===== src/hw/grc_map.vh =====
/*
  register map, field positions, reset values and limits of the generator run control block.
  assumes: included by grc_top.v and grc_dly.v by bare name; definitions only.
*/
// Contract
// - generator mode 0 to 6 accepted; its start and stop criteria apply
// - modes 0, 1, 2 hold request off from 9pm until 9am
// - modes 4, 5, 6 copy modes 0, 1, 2 without quiet window
// - voltage mode: start/stop after voltage holds past threshold for changeover delay
// - mixed mode: start on charge level, stop on voltage held for delay
// - charge mode: start when level falls to start, stop at stop level
// - mode 3 manual start runs generator for run duration in tenths of an hour (6 minutes each), then releases
// - voltage stop threshold accepted only within 11.0 to 16.5 volts
// - charge-level start threshold accepted only within 0 to 99 percent
// - charge-level stop threshold accepted only within 1 to 125 percent
// - charge level held up to 127 percent; command resets it to 100
// - changeover delay in whole minutes filters transients; default ten minutes
// - exercise run starts at 9am once interval days have elapsed
// - days since last exercise counted and readable
// - exercise lasts run duration; elapsed run time counted and readable
// - operator may overwrite days counter and elapsed run time counter
// - no automatic exercise in manual mode 3
// - manual toggle ignored while exercise run active
// - programs 0 to 3 force mode 0; only program 4 allows changes
// - relay driven from load or general terminal whose config equals 2
// - manual toggle flips request; refused between 9pm and 9am
// - indicator shows whenever the block requests the generator run
// - only a run or stop level goes out; no cranking sequence
`ifndef GRC_MAP_VH
`define GRC_MAP_VH

// register byte offsets
`define GRC_A_CTRL 8'h00
`define GRC_A_START_V 8'h04
`define GRC_A_STOP_V 8'h08
`define GRC_A_START_PCT 8'h0c
`define GRC_A_STOP_PCT 8'h10
`define GRC_A_DELAY 8'h14
`define GRC_A_RUN_DUR 8'h18
`define GRC_A_EXER_INT 8'h1c
`define GRC_A_DAYS 8'h20
`define GRC_A_ELAPSED 8'h24
`define GRC_A_SOC 8'h28
`define GRC_A_CMD 8'h2c
`define GRC_A_STATUS 8'h30

// control fields
`define GRC_F_MODE 2:0
`define GRC_F_PROGRAM_SELECT 6:4
`define GRC_F_LCFG 9:8
`define GRC_F_GCFG 11:10
`define GRC_F_CMD_TOG 0
`define GRC_F_CMD_SOC 1
`define GRC_F_ST_RUN 0
`define GRC_F_ST_STATE 2:1
`define GRC_F_ST_QUIET 3

// reset values
`define GRC_R_START_V 8'h76
`define GRC_R_STOP_V 8'h8c
`define GRC_R_START_PCT 8'h32
`define GRC_R_STOP_PCT 8'h5f
`define GRC_R_DELAY 4'ha
`define GRC_R_RUN_DUR 6'h0a
`define GRC_R_EXER_INT 8'h07
`define GRC_R_SOC 8'h64

// limits
`define GRC_MODE_MAX 3'h6
`define GRC_MODE_MAN 3'h3
`define GRC_MODE_NQ 3'h4
`define GRC_MODE_QMAX 3'h2
`define GRC_MODE_VOLT 3'h0
`define GRC_MODE_MIX 3'h1
`define GRC_MODE_SOC 3'h2
`define GRC_PROGRAM_SELECT_USER 3'h4
`define GRC_CFG_GEN 2'h2
`define GRC_STOPV_LO 8'h6e
`define GRC_STOPV_HI 8'ha5
`define GRC_STARTP_LO 8'h00
`define GRC_STARTP_HI 8'h63
`define GRC_STOPP_LO 8'h01
`define GRC_STOPP_HI 8'h7d
`define GRC_SOC_HI 8'h7f
`define GRC_DELAY_LO 8'h01
`define GRC_DELAY_HI 8'h0f
`define GRC_DUR_HI 8'h28
`define GRC_EXI_LO 8'h02
`define GRC_EXI_HI 8'h3c
`define GRC_CNT_MAX 8'hff

// time of day
`define GRC_HR_MORNING 5'h09
`define GRC_HR_EVENING 5'h15
`define GRC_MIN_PER_TENTH 8'h06

// run states
`define GRC_S_IDLE 2'h0
`define GRC_S_AUTO 2'h1
`define GRC_S_MAN 2'h2
`define GRC_S_EXER 2'h3

`endif


===== src/hw/grc_top.v =====
/*
  generator run control: mode decisions, quiet window, changeover delay, exercise run,
  run timer and an ahb-lite register slave.
  assumes: batt_volt (tenths of a volt), tod_hour and minute_tick come from logic on hclk;
  minute_tick is one cycle per minute; the relay outputs drive the terminal switches.
*/
// Implementation choices: the AHB-Lite interface to the registers and the address map.
`timescale 1ns/1ps
`include "grc_map.vh"

module grc_top
(
  input wire hclk,
  input wire hresetn,
  input wire hsel,
  input wire [31:0] haddr,
  input wire [1:0] htrans,
  input wire hwrite,
  input wire [2:0] hsize,
  input wire [31:0] hwdata,
  input wire hready,
  output wire hreadyout,
  output wire hresp,
  output reg [31:0] hrdata,
  input wire [7:0] batt_volt,
  input wire [4:0] tod_hour,
  input wire minute_tick,
  output reg load_term_drive,
  output reg gp_term_drive,
  output reg gen_run_indicator
);

// ==========================================================
// helpers
function in_rng;
  input [7:0] v;
  input [7:0] lo;
  input [7:0] hi;
  begin
    in_rng = (v >= lo) && (v <= hi);
  end
endfunction

// ==========================================================
// declarations
reg wr_pend_r, start_crit, stop_crit;
reg [1:0] load_output_config_r, gp_output_config_r, state_r, state_nxt;
reg [2:0] gen_mode_select_r, program_select_r;
reg [3:0] changeover_delay_min_r;
reg [4:0] hour_prev_r;
reg [5:0] run_duration_hours_r;
reg [7:0] wr_addr_r, start_v_r, stop_v_r, start_pct_r, stop_pct_r, exercise_interval_days_r;
reg [7:0] days_since_exercise_r, run_elapsed_time_r, soc_r;
reg [31:0] rd_val;
wire acc, wr_en, quiet_now, quiet_block, gen_manual_toggle, soc_reset, nine_evt, exer_go, expire, running;
wire v_low, v_high, start_flt_en, stop_flt_en, start_done, stop_done;
wire [2:0] eff_mode, base_mode;
wire [7:0] wd8, days_inc, dur_min;

// ==========================================================
// ahb-lite slave: zero wait states, always okay
assign hreadyout = 1'b1;
assign hresp = 1'b0;
assign acc = hsel && htrans[1] && hready;
assign wr_en = wr_pend_r;
assign wd8 = hwdata[7:0];

always @(posedge hclk or negedge hresetn)
begin
  if (!hresetn)
  begin
    wr_pend_r <= 1'b0;
    wr_addr_r <= 8'h00;
  end
  else
  begin
    wr_pend_r <= acc && hwrite;
    if (acc)
      wr_addr_r <= haddr[7:0];
  end
end

always @(posedge hclk or negedge hresetn)
begin
  if (!hresetn)
    hrdata <= 32'h0000_0000;
  else if (acc && !hwrite)
    hrdata <= rd_val;
end

always @*
begin
  rd_val = 32'h0000_0000;
  case (haddr[7:0])
    `GRC_A_CTRL:
    begin
      rd_val[`GRC_F_MODE] = gen_mode_select_r;
      rd_val[`GRC_F_PROGRAM_SELECT] = program_select_r;
      rd_val[`GRC_F_LCFG] = load_output_config_r;
      rd_val[`GRC_F_GCFG] = gp_output_config_r;
    end
    `GRC_A_START_V: rd_val[7:0] = start_v_r;
    `GRC_A_STOP_V: rd_val[7:0] = stop_v_r;
    `GRC_A_START_PCT: rd_val[7:0] = start_pct_r;
    `GRC_A_STOP_PCT: rd_val[7:0] = stop_pct_r;
    `GRC_A_DELAY: rd_val[3:0] = changeover_delay_min_r;
    `GRC_A_RUN_DUR: rd_val[5:0] = run_duration_hours_r;
    `GRC_A_EXER_INT: rd_val[7:0] = exercise_interval_days_r;
    `GRC_A_DAYS: rd_val[7:0] = days_since_exercise_r;
    `GRC_A_ELAPSED: rd_val[7:0] = run_elapsed_time_r;
    `GRC_A_SOC: rd_val[7:0] = soc_r;
    `GRC_A_STATUS:
    begin
      rd_val[`GRC_F_ST_RUN] = running;
      rd_val[`GRC_F_ST_STATE] = state_r;
      rd_val[`GRC_F_ST_QUIET] = quiet_now;
    end
    default: rd_val = 32'h0000_0000;
  endcase
end

// ==========================================================
// setting registers with range checks, except start voltage and terminal configs
always @(posedge hclk or negedge hresetn)
begin
  if (!hresetn)
  begin
    gen_mode_select_r <= 3'h0;
    program_select_r <= 3'h0;
    load_output_config_r <= 2'h0;
    gp_output_config_r <= 2'h0;
    start_v_r <= `GRC_R_START_V;
    stop_v_r <= `GRC_R_STOP_V;
    start_pct_r <= `GRC_R_START_PCT;
    stop_pct_r <= `GRC_R_STOP_PCT;
    changeover_delay_min_r <= `GRC_R_DELAY;
    run_duration_hours_r <= `GRC_R_RUN_DUR;
    exercise_interval_days_r <= `GRC_R_EXER_INT;
  end
  else if (wr_en)
  begin
    case (wr_addr_r)
      `GRC_A_CTRL:
      begin
        if (program_select_r == `GRC_PROGRAM_SELECT_USER && hwdata[`GRC_F_MODE] <= `GRC_MODE_MAX)
          gen_mode_select_r <= hwdata[`GRC_F_MODE];
        if (hwdata[`GRC_F_PROGRAM_SELECT] <= `GRC_PROGRAM_SELECT_USER)
          program_select_r <= hwdata[`GRC_F_PROGRAM_SELECT];
        load_output_config_r <= hwdata[`GRC_F_LCFG];
        gp_output_config_r <= hwdata[`GRC_F_GCFG];
      end
      `GRC_A_START_V:
        start_v_r <= wd8;
      `GRC_A_STOP_V:
        if (in_rng(wd8, `GRC_STOPV_LO, `GRC_STOPV_HI))
          stop_v_r <= wd8;
      `GRC_A_START_PCT:
        if (in_rng(wd8, `GRC_STARTP_LO, `GRC_STARTP_HI))
          start_pct_r <= wd8;
      `GRC_A_STOP_PCT:
        if (in_rng(wd8, `GRC_STOPP_LO, `GRC_STOPP_HI))
          stop_pct_r <= wd8;
      `GRC_A_DELAY:
        if (in_rng(wd8, `GRC_DELAY_LO, `GRC_DELAY_HI))
          changeover_delay_min_r <= wd8[3:0];
      `GRC_A_RUN_DUR:
        if (wd8 <= `GRC_DUR_HI)
          run_duration_hours_r <= wd8[5:0];
      `GRC_A_EXER_INT:
        if (in_rng(wd8, `GRC_EXI_LO, `GRC_EXI_HI))
          exercise_interval_days_r <= wd8;
      default: ;
    endcase
  end
end

// ==========================================================
// commands and charge level
assign gen_manual_toggle = wr_en && (wr_addr_r == `GRC_A_CMD) && hwdata[`GRC_F_CMD_TOG];
assign soc_reset = wr_en && (wr_addr_r == `GRC_A_CMD) && hwdata[`GRC_F_CMD_SOC];

always @(posedge hclk or negedge hresetn)
begin
  if (!hresetn)
    soc_r <= `GRC_R_SOC;
  else if (soc_reset)
    soc_r <= `GRC_R_SOC;
  else if (wr_en && wr_addr_r == `GRC_A_SOC && wd8 <= `GRC_SOC_HI)
    soc_r <= wd8;
end

// ==========================================================
// mode decode and quiet window
assign eff_mode = (program_select_r < `GRC_PROGRAM_SELECT_USER) ? `GRC_MODE_VOLT : gen_mode_select_r;
assign base_mode = (eff_mode >= `GRC_MODE_NQ) ? eff_mode - `GRC_MODE_NQ : eff_mode;
assign quiet_now = (tod_hour >= `GRC_HR_EVENING) || (tod_hour < `GRC_HR_MORNING);
assign quiet_block = quiet_now && (eff_mode <= `GRC_MODE_QMAX);

// ==========================================================
// start and stop criteria
assign v_low = batt_volt <= start_v_r;
assign v_high = batt_volt >= stop_v_r;
assign start_flt_en = (state_r == `GRC_S_IDLE) && (base_mode == `GRC_MODE_VOLT);
assign stop_flt_en = (state_r == `GRC_S_AUTO || state_r == `GRC_S_MAN) && (base_mode <= `GRC_MODE_MIX);

grc_dly u_start_dly
(
  .hclk(hclk),
  .hresetn(hresetn),
  .enable(start_flt_en),
  .cond(v_low),
  .minute_tick(minute_tick),
  .delay_min(changeover_delay_min_r),
  .done(start_done)
);

grc_dly u_stop_dly
(
  .hclk(hclk),
  .hresetn(hresetn),
  .enable(stop_flt_en),
  .cond(v_high),
  .minute_tick(minute_tick),
  .delay_min(changeover_delay_min_r),
  .done(stop_done)
);

always @*
begin
  start_crit = 1'b0;
  stop_crit = 1'b0;
  case (base_mode)
    `GRC_MODE_VOLT:
    begin
      start_crit = start_done;
      stop_crit = stop_done;
    end
    `GRC_MODE_MIX:
    begin
      start_crit = soc_r <= start_pct_r;
      stop_crit = stop_done;
    end
    `GRC_MODE_SOC:
    begin
      start_crit = soc_r <= start_pct_r;
      stop_crit = soc_r >= stop_pct_r;
    end
    default:
      start_crit = 1'b0;
  endcase
end

// ==========================================================
// exercise scheduling and day counter
assign nine_evt = (tod_hour == `GRC_HR_MORNING) && (hour_prev_r != `GRC_HR_MORNING);
assign days_inc = (days_since_exercise_r == `GRC_CNT_MAX) ? `GRC_CNT_MAX : days_since_exercise_r + 8'h01;
assign exer_go = nine_evt && (eff_mode != `GRC_MODE_MAN) && (days_inc >= exercise_interval_days_r)
  && (state_r != `GRC_S_EXER);

always @(posedge hclk or negedge hresetn)
begin
  if (!hresetn)
  begin
    hour_prev_r <= `GRC_HR_MORNING;
    days_since_exercise_r <= 8'h00;
  end
  else
  begin
    hour_prev_r <= tod_hour;
    if (wr_en && wr_addr_r == `GRC_A_DAYS)
      days_since_exercise_r <= wd8;
    else if (exer_go)
      days_since_exercise_r <= 8'h00;
    else if (nine_evt)
      days_since_exercise_r <= days_inc;
  end
end

// ==========================================================
// run timer in minutes
assign running = state_r != `GRC_S_IDLE;
assign dur_min = {2'h0, run_duration_hours_r} * `GRC_MIN_PER_TENTH;
assign expire = run_elapsed_time_r >= dur_min;

always @(posedge hclk or negedge hresetn)
begin
  if (!hresetn)
    run_elapsed_time_r <= 8'h00;
  else if (wr_en && wr_addr_r == `GRC_A_ELAPSED)
    run_elapsed_time_r <= wd8;
  else if (state_nxt == `GRC_S_IDLE || state_nxt != state_r)
    run_elapsed_time_r <= 8'h00;
  else if (minute_tick && running && run_elapsed_time_r != `GRC_CNT_MAX)
    run_elapsed_time_r <= run_elapsed_time_r + 8'h01;
end

// ==========================================================
// run state machine
always @*
begin
  state_nxt = state_r;
  case (state_r)
    `GRC_S_IDLE:
    begin
      if (exer_go)
        state_nxt = `GRC_S_EXER;
      else if (gen_manual_toggle && !quiet_now)
        state_nxt = `GRC_S_MAN;
      else if (start_crit && !quiet_block)
        state_nxt = `GRC_S_AUTO;
    end
    `GRC_S_AUTO:
    begin
      if (exer_go)
        state_nxt = `GRC_S_EXER;
      else if (gen_manual_toggle && !quiet_now)
        state_nxt = `GRC_S_IDLE;
      else if (stop_crit || quiet_block || base_mode == `GRC_MODE_MAN)
        state_nxt = `GRC_S_IDLE;
    end
    `GRC_S_MAN:
    begin
      if (exer_go)
        state_nxt = `GRC_S_EXER;
      else if (gen_manual_toggle && !quiet_now)
        state_nxt = `GRC_S_IDLE;
      else if (base_mode == `GRC_MODE_MAN && expire)
        state_nxt = `GRC_S_IDLE;
      else if (stop_crit || quiet_block)
        state_nxt = `GRC_S_IDLE;
    end
    `GRC_S_EXER:
      if (expire)
        state_nxt = `GRC_S_IDLE;
    default:
      state_nxt = `GRC_S_IDLE;
  endcase
end

always @(posedge hclk or negedge hresetn)
begin
  if (!hresetn)
    state_r <= `GRC_S_IDLE;
  else
    state_r <= state_nxt;
end

// ==========================================================
// run level to the relay terminals and the indicator
always @(posedge hclk or negedge hresetn)
begin
  if (!hresetn)
  begin
    load_term_drive <= 1'b0;
    gp_term_drive <= 1'b0;
    gen_run_indicator <= 1'b0;
  end
  else
  begin
    load_term_drive <= running && (load_output_config_r == `GRC_CFG_GEN);
    gp_term_drive <= running && (gp_output_config_r == `GRC_CFG_GEN);
    gen_run_indicator <= running;
  end
end

endmodule // grc_top


===== src/hw/grc_dly.v =====
/*
  changeover delay filter: a condition must hold for a number of whole minutes.
  assumes: minute_tick is a one-cycle pulse on hclk; delay_min is at least 1.
*/
`timescale 1ns/1ps
`include "grc_map.vh"

module grc_dly
(
  input wire hclk,
  input wire hresetn,
  input wire enable,
  input wire cond,
  input wire minute_tick,
  input wire [3:0] delay_min,
  output wire done
);

reg [3:0] cnt_r;

// ==========================================================
// minute counter, cleared as soon as the condition drops
// ==========================================================
always @(posedge hclk or negedge hresetn)
begin
  if (!hresetn)
    cnt_r <= 4'h0;
  else if (!enable || !cond)
    cnt_r <= 4'h0;
  else if (minute_tick && (cnt_r < delay_min))
    cnt_r <= cnt_r + 4'h1;
end

assign done = enable && cond && (cnt_r >= delay_min);

endmodule // grc_dly


===== config.mk =====
export PLATFORM = sky130hd
export DESIGN_NAME = grc_top
export DESIGN_NICKNAME = d
export VERILOG_FILES = /design/src/hw/grc_top.v /design/src/hw/grc_dly.v
export VERILOG_INCLUDE_DIRS = /design/src /design/src/hw
export SDC_FILE = /design/constraint.sdc
export NUM_CORES = 1
export LEC_CHECK = 0
export ABC_CLOCK_PERIOD_IN_PS = 5300
export BUFFER_PORTS_ARGS = -buffer_cell sky130_fd_sc_hd__buf_2
export CORE_AREA = 2 2 183 185
export CTS_BUF_LIST = sky130_fd_sc_hd__clkbuf_2 sky130_fd_sc_hd__clkbuf_4 sky130_fd_sc_hd__clkbuf_8
export DETAILED_ROUTE_END_ITERATION = 8
export DIE_AREA = 0 0 185 187
export PLACE_DENSITY = 0.43
export SLEW_MARGIN = 10
export SYNTH_ARGS = -nofsm -noshare
export SYNTH_HDL_FRONTEND = slang
export SYNTH_SLANG_ARGS = --single-unit

===== constraint.sdc =====
create_clock -name hclk -period 5.3 [get_ports hclk]
set_input_delay 0.795 -clock hclk [delete_from_list [all_inputs] [get_ports hclk]]
set_output_delay 0.795 -clock hclk [all_outputs]
set_load 0.01 [all_outputs]

==> flow_summary.yaml, run 1 <==
outcome:
  status: "finished clean"
clocking:
  htree_levels: 4
  hold_buffers: 0
  clock-root-buffer: "clkbuf_8"
  cts_buffers: 17
  cts_resized: 0
  clock_latency_ns: 0.45
  clock_sinks: 123
  cts_tree: "built"
  clk_pin_slew_ns: 0.08
  cts_setup_buffers: 0
  cts_buffer_depth: 2
final_layout:
  drive_gt1_share_pct: 19.2
  layout.nets: 1065
  design_area_um2: 9140
  syn_to_final_growth_pct: 13.5
  final_cells: 1365
  antenna_cells: 0
floorplanning:
  core_area_um2: 32900
  dieArea_um2: 34600
  ios: 125
  die_h_um: 187
  initial_core_util_pct: 24.5
  die_w_um: 185
  row_count: 67
synthesis:
  syn_area_per_cell_um2: 9.41
  ys_ff_latch: 123
  ys_types: 74
  synth_edf_count: 0
  yosys.area.top_type: "dfrtp_1"
  synth_warnings: 0
  netlist.area_leader.share_pct: 29.2
  ys_seq_area_share_pct: 38.7
  synth_common_cells: "nand2_1 (100), dfrtp_1 (94), nor2_1 (73), ha_1 (72), inv_1 (56)"
  synth_ff_type: "dfrtp_1"
  synth.cell_area_um2: 8050
  yosysMostFrequentCell: "nand2_1"
  postSynthCellCount: 856
  synth_area_leaders: "dfrtp_1 (29%), ha_1 (11%), dfstp_2 (9.5%)"
  ys_async_sr_fraction_pct: 100
place:
  port_buffers: 54
  placed_cell_area_um2: 8720
  place_congestion: 0.839
  dp_hpwl_mm: 19.8
  dp_cells: 1333
worst_setup_path:
  crit_family: "simple AND/OR/NAND/NOR gates"
  worstPathArrival_ns: 4.33
  path_buf_inv: 0
  crit_chain: "ha_1, and3_1, and3_1, nand3_1, and2_1, ha_1, nand2b_1, a31oi_1, o21ai_0, nand2_1, o21ai_0, a211oi_2, a32oi_1, o21ai_1"
  cpMaxStageDelayCell: "a211oi_2"
  critPathRequiredTime_ns: 5.67
  worstSetupPathType: "flip-flop to flip-flop"
  cp-start-kind: "flip-flop"
  end_kind: "flip-flop"
  critPathMaxStageDelay_ns: 0.62
  worstPathMaxFanout: 13
power_and_ir_drop:
  ir_drop_mv: 0.131
  powerDensity_nw_per_um2: 272
  power_uw: 2480
  p_leak_uw: 0.00419
sta:
  rsz0062_at_grt: "false"
  tightest_slew_ns: 1.11
  final.setup.tns_ns: 0
  period_needed_ns: 3.96
  fin_crit_sh_pct: 74.8
  setup_viol: 0
  slew_headroom_pct: 25.7
  slew_viol_final: 0
  finalHoldViolations: 0
  fmax_ghz: 0.252
  fin_worst_skew_ns: 0.0110
drt:
  ant_nets: 0
  wl_per_cell_um: 19.5
  drt_iter0_markers: 454
  vias: 6619
  dr.pass1.iters: 6
  vias_per_cell: 4.85
  wl_mm: 26.6
  route.detailed.drc: 0
global_routing:
  antenna_found_initial: 0
  grt_use_total_pct: 15.9
  gr-total-overflow: 0
  grt_max_degree: 84
  grt_pass1_wl_mm: 40.5
  grt_pass1_vias: 6284
min_path:
  hold_class: "primary input to asynchronous set/reset pin"
run:
  maxCapViolCount: 0
## through the flow
step | utilization [%] | hold WS [ns] | setup WS, ns
after CTS | 27.8 | 0.426 | 1.38
after detailed placement | 26.5 | 0.448 | 1.44
after global routing | 27.8 | 0.424 | 0.996
after floorplan | - | 0.425 | 2.28
final | 27.8 | 0.390 | 1.34
after global placement | 26.5 | 0.451 | 1.35
## area by class of cell
cell class	instances	area, um2
clock buffers	21	270
inverters	56	210
multi-input cells	648	4530
repair buffers	58	307
well taps	448	561
fillers	3590	23700
clock inverters	11	144
flip-flops and latches	123	3110
## flip-flops by register name, summed over array words and instances (netlist names), 2 cells and up
name                      flops
changeover_delay_min_r        4
days_since_exercise_r         8
exercise_interval_days_r      8
gen_mode_select_r             3
gp_output_config_r            2
hour_prev_r                   5
hrdata                       12
load_output_config_r          2
program_select_r              3
run_duration_hours_r          6
run_elapsed_time_r            8
soc_r                         8
start_pct_r                   8
start_v_r                     8
state_r                       2
stop_pct_r                    8
stop_v_r                      8
u_start_dly.cnt_r             4
u_stop_dly.cnt_r              4
wr_addr_r                     8
## report_power, final
group          switching [uW]  total, uW  internal, uW
combinational             319        489           170
sequential               77.3       1090          1010
clock                     414        906           492
total                     810       2480          1670
## final timing paths
check / startpoint / end / slack, ns / depth (start not counted)
worst max register to register: days_since_exercise_r[1]$_DFFE_PN0P_ / run_elapsed_time_r[0]$_DFFE_PN0P_ / 1.34 / 14
worst max-delay path: days_since_exercise_r[1]$_DFFE_PN0P_ / run_elapsed_time_r[0]$_DFFE_PN0P_ / 1.34 / 14
min in group hclk: hrdata[9]$_DFFE_PN0P_ / hrdata[9]$_DFFE_PN0P_ / 0.46 / 2
worst min-delay path: hresetn / hour_prev_r[2]$_DFF_PN0_ / 0.39 / 1
max in group asynchronous: hresetn / soc_r[2]$_DFFE_PN1P_ / 3.82 / 2
worst min register to register: hrdata[9]$_DFFE_PN0P_ / hrdata[9]$_DFFE_PN0P_ / 0.46 / 2
## worst register-to-register path: stages, from the launching register on
cell	delay [ns]
dfrtp_1	0.45
ha_1	0.22
and3_1	0.19
and3_1	0.23
nand3_1	0.22
and2_1	0.27
ha_1	0.27
nand2b_1	0.13
a31oi_1	0.16
o21ai_0	0.14
nand2_1	0.44
o21ai_0	0.23
a211oi_2	0.62
a32oi_1	0.18
o21ai_1	0.14
## layer usage
| layer | up-vias | share of wire, % | track usage [%] | wire length, um |
|---|---|---|---|---|
| met5 | - | 0 | 0 | 0 |
| met4 | 0 | 2.5 | 4.98 | 663 |
| met3 | 42 | 5.4 | 3.31 | 1440 |
| met2 | 210 | 44 | 24.1 | 11700 |
| met1 | 3222 | 48 | 22.5 | 12800 |
| li1 | 3145 | - | - | - |
## cell families after synthesis
group                    after synthesis  synth area share [%]
flip-flops                           123                  38.7
other                                  2                0.0932
multiplexers                          44                  6.01
adder cells (fa/ha/maj)               74                  11.6
AO/OA/AOI/OAI                        200                  17.7
AND/OR/NAND/NOR                      287                  17.7
XOR/XNOR                              21                  2.28
buffers and inverters                105                  6.00
## placed cells by master, fill, tap and decap left out, drive strengths merged, types with 5 or more instances in the layout
master / n
nor3: 13
dfrtp: 94
nand4: 16
nor3b: 5
a22oi: 8
and3: 10
buf: 58
mux2: 35
dfstp: 29
a221oi: 16
nand3b: 5
a211oi: 9
nand2: 100
a31oi: 12
a22o: 15
and2: 5
nand2b: 12
ha: 72
mux2i: 9
xnor2: 7
a21o: 9
conb: 22
a32oi: 8
o21ai: 60
o21a: 5
nor2: 74
inv: 57
a21oi: 34
nand3: 18
nor2b: 11
xor2: 14
clkbuf: 21
(Power assumes the default switching activity.)
==> run 2, diff against run 1 <==
--- a/config.mk
+++ b/config.mk
@@ -6,7 +6,7 @@
 export SDC_FILE = /design/constraint.sdc
 export NUM_CORES = 1
 export LEC_CHECK = 0
-export ABC_CLOCK_PERIOD_IN_PS = 5300
+export ABC_CLOCK_PERIOD_IN_PS = 3900
 export BUFFER_PORTS_ARGS = -buffer_cell sky130_fd_sc_hd__buf_2
 export CORE_AREA = 2 2 183 185
 export CTS_BUF_LIST = sky130_fd_sc_hd__clkbuf_2 sky130_fd_sc_hd__clkbuf_4 sky130_fd_sc_hd__clkbuf_8
==> constraint.sdc (replaced) <==
create_clock -name hclk -period 3.9 [get_ports hclk]
set_input_delay 0.585 -clock hclk [delete_from_list [all_inputs] [get_ports hclk]]
set_output_delay 0.585 -clock hclk [all_outputs]
set_load 0.01 [all_outputs]
==> flow_summary.yaml, run 2 (same netlist as run 1, synthesis figures left out) <==
outcome:
  status: "finished clean"
global_routing:
  met3_usage_pct: 2.82
  gr-total-overflow: 0
  grt_use_total_pct: 16.1
  grt_pass1_wl_mm: 41.5
  grt_max_degree: 106
  grtUsageMet1_pct: 23.2
  grtUsageMet2_pct: 25.0
  antenna_found_initial: 0
  grt-busiest-layer: "met2"
  grt_pass1_vias: 6742
sta:
  finalHoldViolations: 0
  final.setup.tns_ns: 0
  tightest_slew_ns: 1.12
  fin_crit_sh_pct: 91.3
  fin_worst_skew_ns: 0.0158
  rsz0062_at_grt: "false"
  period_needed_ns: 3.56
  fmax_ghz: 0.281
  slew_viol_final: 0
  slew_headroom_pct: 25.4
  setup_viol: 0
floorplanning:
  die_w_um: 185
  ios: 125
  row_count: 67
  core_area_um2: 32900
  dieArea_um2: 34600
  initial_core_util_pct: 24.5
  die_h_um: 187
power_and_ir_drop:
  pwr-share-comb_pct: 19.7
  swShare_pct: 31.3
  ir_drop_mv: 0.183
  p_switching_uw: 1140
  pwr-share-seq_pct: 40.3
  p_int_uw: 2510
  p_leak_uw: 0.00434
  clock_power_share_pct: 40.0
  powerDensity_nw_per_um2: 389
final_layout:
  syn_to_final_growth_pct: 16.4
  regMostFlops: "hrdata"
  layout_common_cells: "nand2_1 (100), dfrtp_1 (94), nor2_1 (73), ha_1 (72), inv_1 (56)"
  layout_commonest_cell: "nand2_1"
  drive_gt1_share_pct: 20.9
  layout.nets: 1085
  final_cells: 1385
  final_util_pct: 28.5
  antenna_cells: 0
  largest_register_ffs: 12
  n_fill_cell: 3604
clocking:
  cts_tree: "built"
  clock-root-buffer: "clkbuf_8"
  cts_resized: 0
  clock_latency_ns: 0.46
  cts_buffers: 17
  cts_buffer_depth: 2
  cts_setup_buffers: 0
  hold_buffers: 0
  clock_sinks: 123
  htree_levels: 4
  clk_pin_slew_ns: 0.08
worst_setup_path:
  ff2ff_setup_slack_ns: 0.34
  r2r_cells: 14
  reg2reg_to: "run_elapsed_time_r[0]$_DFFE_PN0P_"
  worstPathMaxFanout: 8
  worstPathArrival_ns: 3.93
  end_kind: "flip-flop"
  timing.rr.start: "days_since_exercise_r[0]$_DFFE_PN0P_"
  worstSetupPathType: "flip-flop to flip-flop"
  cp-start-kind: "flip-flop"
  critPathRequiredTime_ns: 4.27
place:
  dp_hpwl_mm: 20.1
  port_buffers: 54
  place_congestion: 0.866
  dp_cells: 1353
drt:
  route.detailed.drc: 0
  wl_mm: 27.0
  dr.pass1.iters: 5
  ant_nets: 0
  vias_per_cell: 4.85
  drt_iter0_markers: 425
  wl_per_cell_um: 19.5
  vias: 6713
run:
  maxCapViolCount: 0
min_path:
  hold_class: "primary input to asynchronous set/reset pin"
==> run 2: cell types whose count changed in the layout (fill, tap and decap cells not counted), sizes merged <==
cell | previous run | this run
bufinv | 3 | 6
clkinv | 3 | 4
inv | 57 | 58
clkinvlp | 4 | 1
buf | 58 | 78
clkbuf | 21 | 19
==> run 2: power groups by stage <==
stage                     sequential, uW  combinational, uW  clock [uW]
after detailed placement            1490                716           0
after CTS                           1470                721        1490
after global routing                1480                805        1550
final                               1470                717        1460
after floorplan                     1470                451           0
after global placement              1490                715           0
==> run 2: critical path, stage by stage, from the launching register on <==
cell	delay [ns]
dfrtp_1	0.36
ha_1	0.18
and3_1	0.21
and3_1	0.24
nand3_1	0.24
and2_1	0.26
ha_1	0.27
nand2b_1	0.14
a31oi_1	0.19
o21ai_0	0.16
and2_1	0.26
o21a_1	0.22
o221ai_1	0.20
o2111ai_2	0.31
o21ai_1	0.22
==> run 2: metrics by stage <==
stage | hold WS [ns] | total power (uW) | setup WS (ns) | cell area, um2
floorplan | 0.289 | 1920 | 0.878 | 8130
global placement | 0.449 | 2210 | 0.347 | 8870
detailed placement | 0.456 | 2210 | 0.333 | 8870
CTS | 0.224 | 3680 | 0.299 | 9370
global route | 0.225 | 3840 | 0.0590 | 9370
finish | 0.225 | 3650 | 0.341 | 9370
==> run 2: worst max path at each step <==
stage	startpoint	to	slack [ns]	depth (start not counted)
2_1_floorplan	days_since_exercise_r[0]$_DFFE_PN0P_	run_elapsed_time_r[6]$_DFFE_PN0P_	0.88	15
3_3_place_gp	days_since_exercise_r[1]$_DFFE_PN0P_	run_elapsed_time_r[4]$_DFFE_PN0P_	0.35	14
3_5_place_dp	days_since_exercise_r[0]$_DFFE_PN0P_	run_elapsed_time_r[5]$_DFFE_PN0P_	0.33	14
4_1_cts	days_since_exercise_r[0]$_DFFE_PN0P_	run_elapsed_time_r[0]$_DFFE_PN0P_	0.30	14
5_1_grt	days_since_exercise_r[0]$_DFFE_PN0P_	run_elapsed_time_r[6]$_DFFE_PN0P_	0.06	15
6_report	days_since_exercise_r[0]$_DFFE_PN0P_	run_elapsed_time_r[0]$_DFFE_PN0P_	0.34	14
==> run 2: metal layers <==
metal | vias to the layer above | share of wire (%)
li1 | 3176 | -
met1 | 3312 | 49
met2 | 198 | 45
met3 | 27 | 4.6
met4 | 0 | 1.6
met5 | - | 0
==> run 2: layout make-up <==
class                   count  area, um2  area share [%]
clock buffers              19        262            2.79
clock inverters            13        236            2.52
inverters                  56        210            2.24
multi-input cells         648       4530            48.4
flip-flops and latches    123       3110            33.2
well taps                 448        561            5.98
repair buffers             78        457            4.87
==> run 3, diff against run 2 <==
--- a/config.mk
+++ b/config.mk
@@ -6,12 +6,13 @@
 export SDC_FILE = /design/constraint.sdc
 export NUM_CORES = 1
 export LEC_CHECK = 0
-export ABC_CLOCK_PERIOD_IN_PS = 3900
+export ABC_AREA = 1
+export ABC_CLOCK_PERIOD_IN_PS = 3550
 export BUFFER_PORTS_ARGS = -buffer_cell sky130_fd_sc_hd__buf_2
-export CORE_AREA = 2 2 183 185
+export CORE_AREA = 2 2 184 186
 export CTS_BUF_LIST = sky130_fd_sc_hd__clkbuf_2 sky130_fd_sc_hd__clkbuf_4 sky130_fd_sc_hd__clkbuf_8
 export DETAILED_ROUTE_END_ITERATION = 8
-export DIE_AREA = 0 0 185 187
+export DIE_AREA = 0 0 186 188
 export PLACE_DENSITY = 0.43
 export SLEW_MARGIN = 10
 export SYNTH_ARGS = -nofsm -noshare
==> constraint.sdc (replaced) <==
create_clock -name hclk -period 3.55 [get_ports hclk]
set_input_delay 0.5325 -clock hclk [delete_from_list [all_inputs] [get_ports hclk]]
set_output_delay 0.5325 -clock hclk [all_outputs]
set_load 0.01 [all_outputs]
==> flow_summary.yaml, run 3 <==
outcome:
  status: "finished clean"
place:
  dp_hpwl_mm: 21.0
  place_congestion: 0.879
  port_buffers: 54
  placed_cell_area_um2: 8990
worst_setup_path:
  critPathRequiredTime_ns: 3.90
  worstPathArrival_ns: 3.74
  crit_start: "run_duration_hours_r[3]$_DFFE_PN1P_"
  path_common_cell: "a21oi_2"
  path_buf_inv: 2
  worstSetupPathType: "flip-flop to flip-flop"
  end_kind: "flip-flop"
  timing.rr.start: "run_duration_hours_r[3]$_DFFE_PN1P_"
  cpMaxStageDelayCell: "dfstp_2"
  critPathMaxStageDelay_ns: 0.57
  crit_chain: "ha_4, a21oi_4, nand2_2, a21o_1, a21oi_2, xor2_1, ha_1, a21oi_2, o21a_1, nand3_2, o31ai_1, a21oi_2, nand2_1, a21oi_2, nor2_4, buf_6, nand4_1, nand2_1, inv_1"
  cp-start-kind: "flip-flop"
  crit_family: "compound AO/OA/AOI/OAI gates"
  worstPathMaxFanout: 5
drt:
  wl_mm: 27.1
  wl_per_cell_um: 17.1
  ant_nets: 0
  route.detailed.drc: 0
  vias: 7285
  vias_per_cell: 4.60
  drt_iter0_markers: 553
  dr.pass1.iters: 7
synthesis:
  synth-compound-area-share_pct: 14.3
  synth_adder_area_share_pct: 11.3
  postSynthCellCount: 1036
  synth-xor-area-share_pct: 1.62
  synth_ff_type: "dfrtp_1"
  syn_area_per_cell_um2: 7.84
  synth_top_family_by_area: "simple AND/OR/NAND/NOR gates"
  ys_types: 53
  synth-simple-area-share_pct: 22.8
  synth.cell_area_um2: 8120
  synth_common_cells: "nand2_1 (237), inv_1 (153), dfrtp_1 (94), o21ai_0 (85), ha_1 (72)"
  yosysMostFrequentCell: "nand2_1"
  ys_async_sr_fraction_pct: 100
  ys_ff_latch: 123
  yosys.area.top_type: "dfrtp_1"
  netlist.area_leader.share_pct: 29.0
  synth_edf_count: 0
  synth_area_leaders: "dfrtp_1 (29%), ha_1 (11%), nand2_1 (11%)"
  synth_warnings: 0
  muxShareOfSynthArea_pct: 1.11
  ys_seq_area_share_pct: 38.4
power_and_ir_drop:
  powerDensity_nw_per_um2: 472
  ir_drop_mv: 0.288
  p_leak_uw: 0.00475
final_layout:
  layout.nets: 1282
  drive_gt1_share_pct: 17.8
  seq_area_um2: 3110
  largest_register_ffs: 12
  antenna_cells: 0
  design_area_um2: 9590
  multi_input_area_um2: 4350
  syn_to_final_growth_pct: 18.1
  regMostFlops: "hrdata"
  final_util_pct: 29.0
  layout_commonest_cell: "nand2_1"
  layout_common_cells: "nand2_1 (232), inv_1 (153), dfrtp_1 (94), o21ai_0 (84), ha_1 (68)"
  n_fill_cell: 3599
global_routing:
  grt_pass1_vias: 7120
  grt_max_degree: 59
  grt_use_total_pct: 16.0
  grt_pass1_wl_mm: 41.9
  gr-total-overflow: 0
  antenna_found_initial: 0
floorplanning:
  initial_core_util_pct: 24.5
  row_count: 67
  die_w_um: 186
  core_area_um2: 33100
  die_h_um: 188
  dieArea_um2: 35000
  ios: 125
sta:
  fin_crit_sh_pct: 95.3
  period_needed_ns: 3.38
  final.setup.tns_ns: 0
  tightest_slew_ns: 0.994
  rsz0062_at_grt: "true"
  slew_viol_final: 0
  setup_viol: 0
  fin_worst_skew_ns: 0.0187
  fmax_ghz: 0.296
  finalHoldViolations: 0
  slew_headroom_pct: 33.2
clocking:
  cts_tree: "built"
  cts_buffers: 17
  hold_buffers: 0
  clock-root-buffer: "clkbuf_8"
  clock_sinks: 123
  clk_pin_slew_ns: 0.09
  htree_levels: 4
  cts_buffer_depth: 2
  clock_latency_ns: 0.46
min_path:
  hold_class: "primary input to asynchronous set/reset pin"
run:
  maxCapViolCount: 0
[run 3: timing repair]
action                     4_1_cts  5_1_grt
buffers inserted                 0        3
pin swaps                        0       20
gates cloned                     0        2
setup endpoints to repair        1        8
resized for setup                1       29
[run 3: cell type report]
cell class | instances | area share (%)
multi-input cells | 734 | 45.4
flip-flops and latches | 123 | 32.5
inverters | 158 | 6.18
well taps | 448 | 5.84
repair buffers | 87 | 5.63
clock buffers | 17 | 2.44
clock inverters | 15 | 2.06
[run 3: cells by family (layout without fill, tap and decap cells)]
kind of cell	after synthesis	count (layout)
AO/OA/AOI/OAI	194	194
adder cells (fa/ha/maj)	73	73
AND/OR/NAND/NOR	422	422
buffers and inverters	199	277
XOR/XNOR	15	15
flip-flops	123	123
other	2	22
multiplexers	8	8
[run 3: through the flow]
step           std cells  hold WS, ns  power (uW)  setup WS (ns)
3_3_place_gp        1545        0.453        3000         0.0364
3_5_place_dp        1545        0.458        3010         0.0407
4_1_cts             1577       0.0570        4460         0.0122
6_report            1582       0.0410        4530          0.168
2_1_floorplan       1056        0.237        2570          0.371
5_1_grt             1582       0.0614        4850         -0.119
[run 3: worst paths after layout]
check / end / slack (ns) / cells past startpoint
max in group asynchronous: stop_pct_r[4]$_DFFE_PN1P_ / 2.60 / 2
min in group hclk: hour_prev_r[3]$_DFF_PN1_ / 0.19 / 1
setup / recovery: run_elapsed_time_r[7]$_DFFE_PN0P_ / 0.17 / 19
hold / removal: changeover_delay_min_r[2]$_DFFE_PN0P_ / 0.04 / 1
setup reg to reg: run_elapsed_time_r[7]$_DFFE_PN0P_ / 0.17 / 19
hold reg to reg: stop_v_r[7]$_DFFE_PN1P_ / 0.47 / 2
[run 3: layer usage]
layer / wire length [um] / share of wire (%) / vias to the layer above / track usage [%]
met3: 1760 / 6.5 / 37 / 3.73
met4: 605 / 2.2 / 0 / 4.66
li1: - / - / 3592 / -
met5: 0 / 0 / - / 0
met1: 12700 / 47 / 3416 / 22.3
met2: 12000 / 44 / 240 / 24.7
[run 3: power breakdown]
part	switching, uW	internal [uW]
clock network	699	720
registers	142	1550
logic	889	536
total	1730	2800
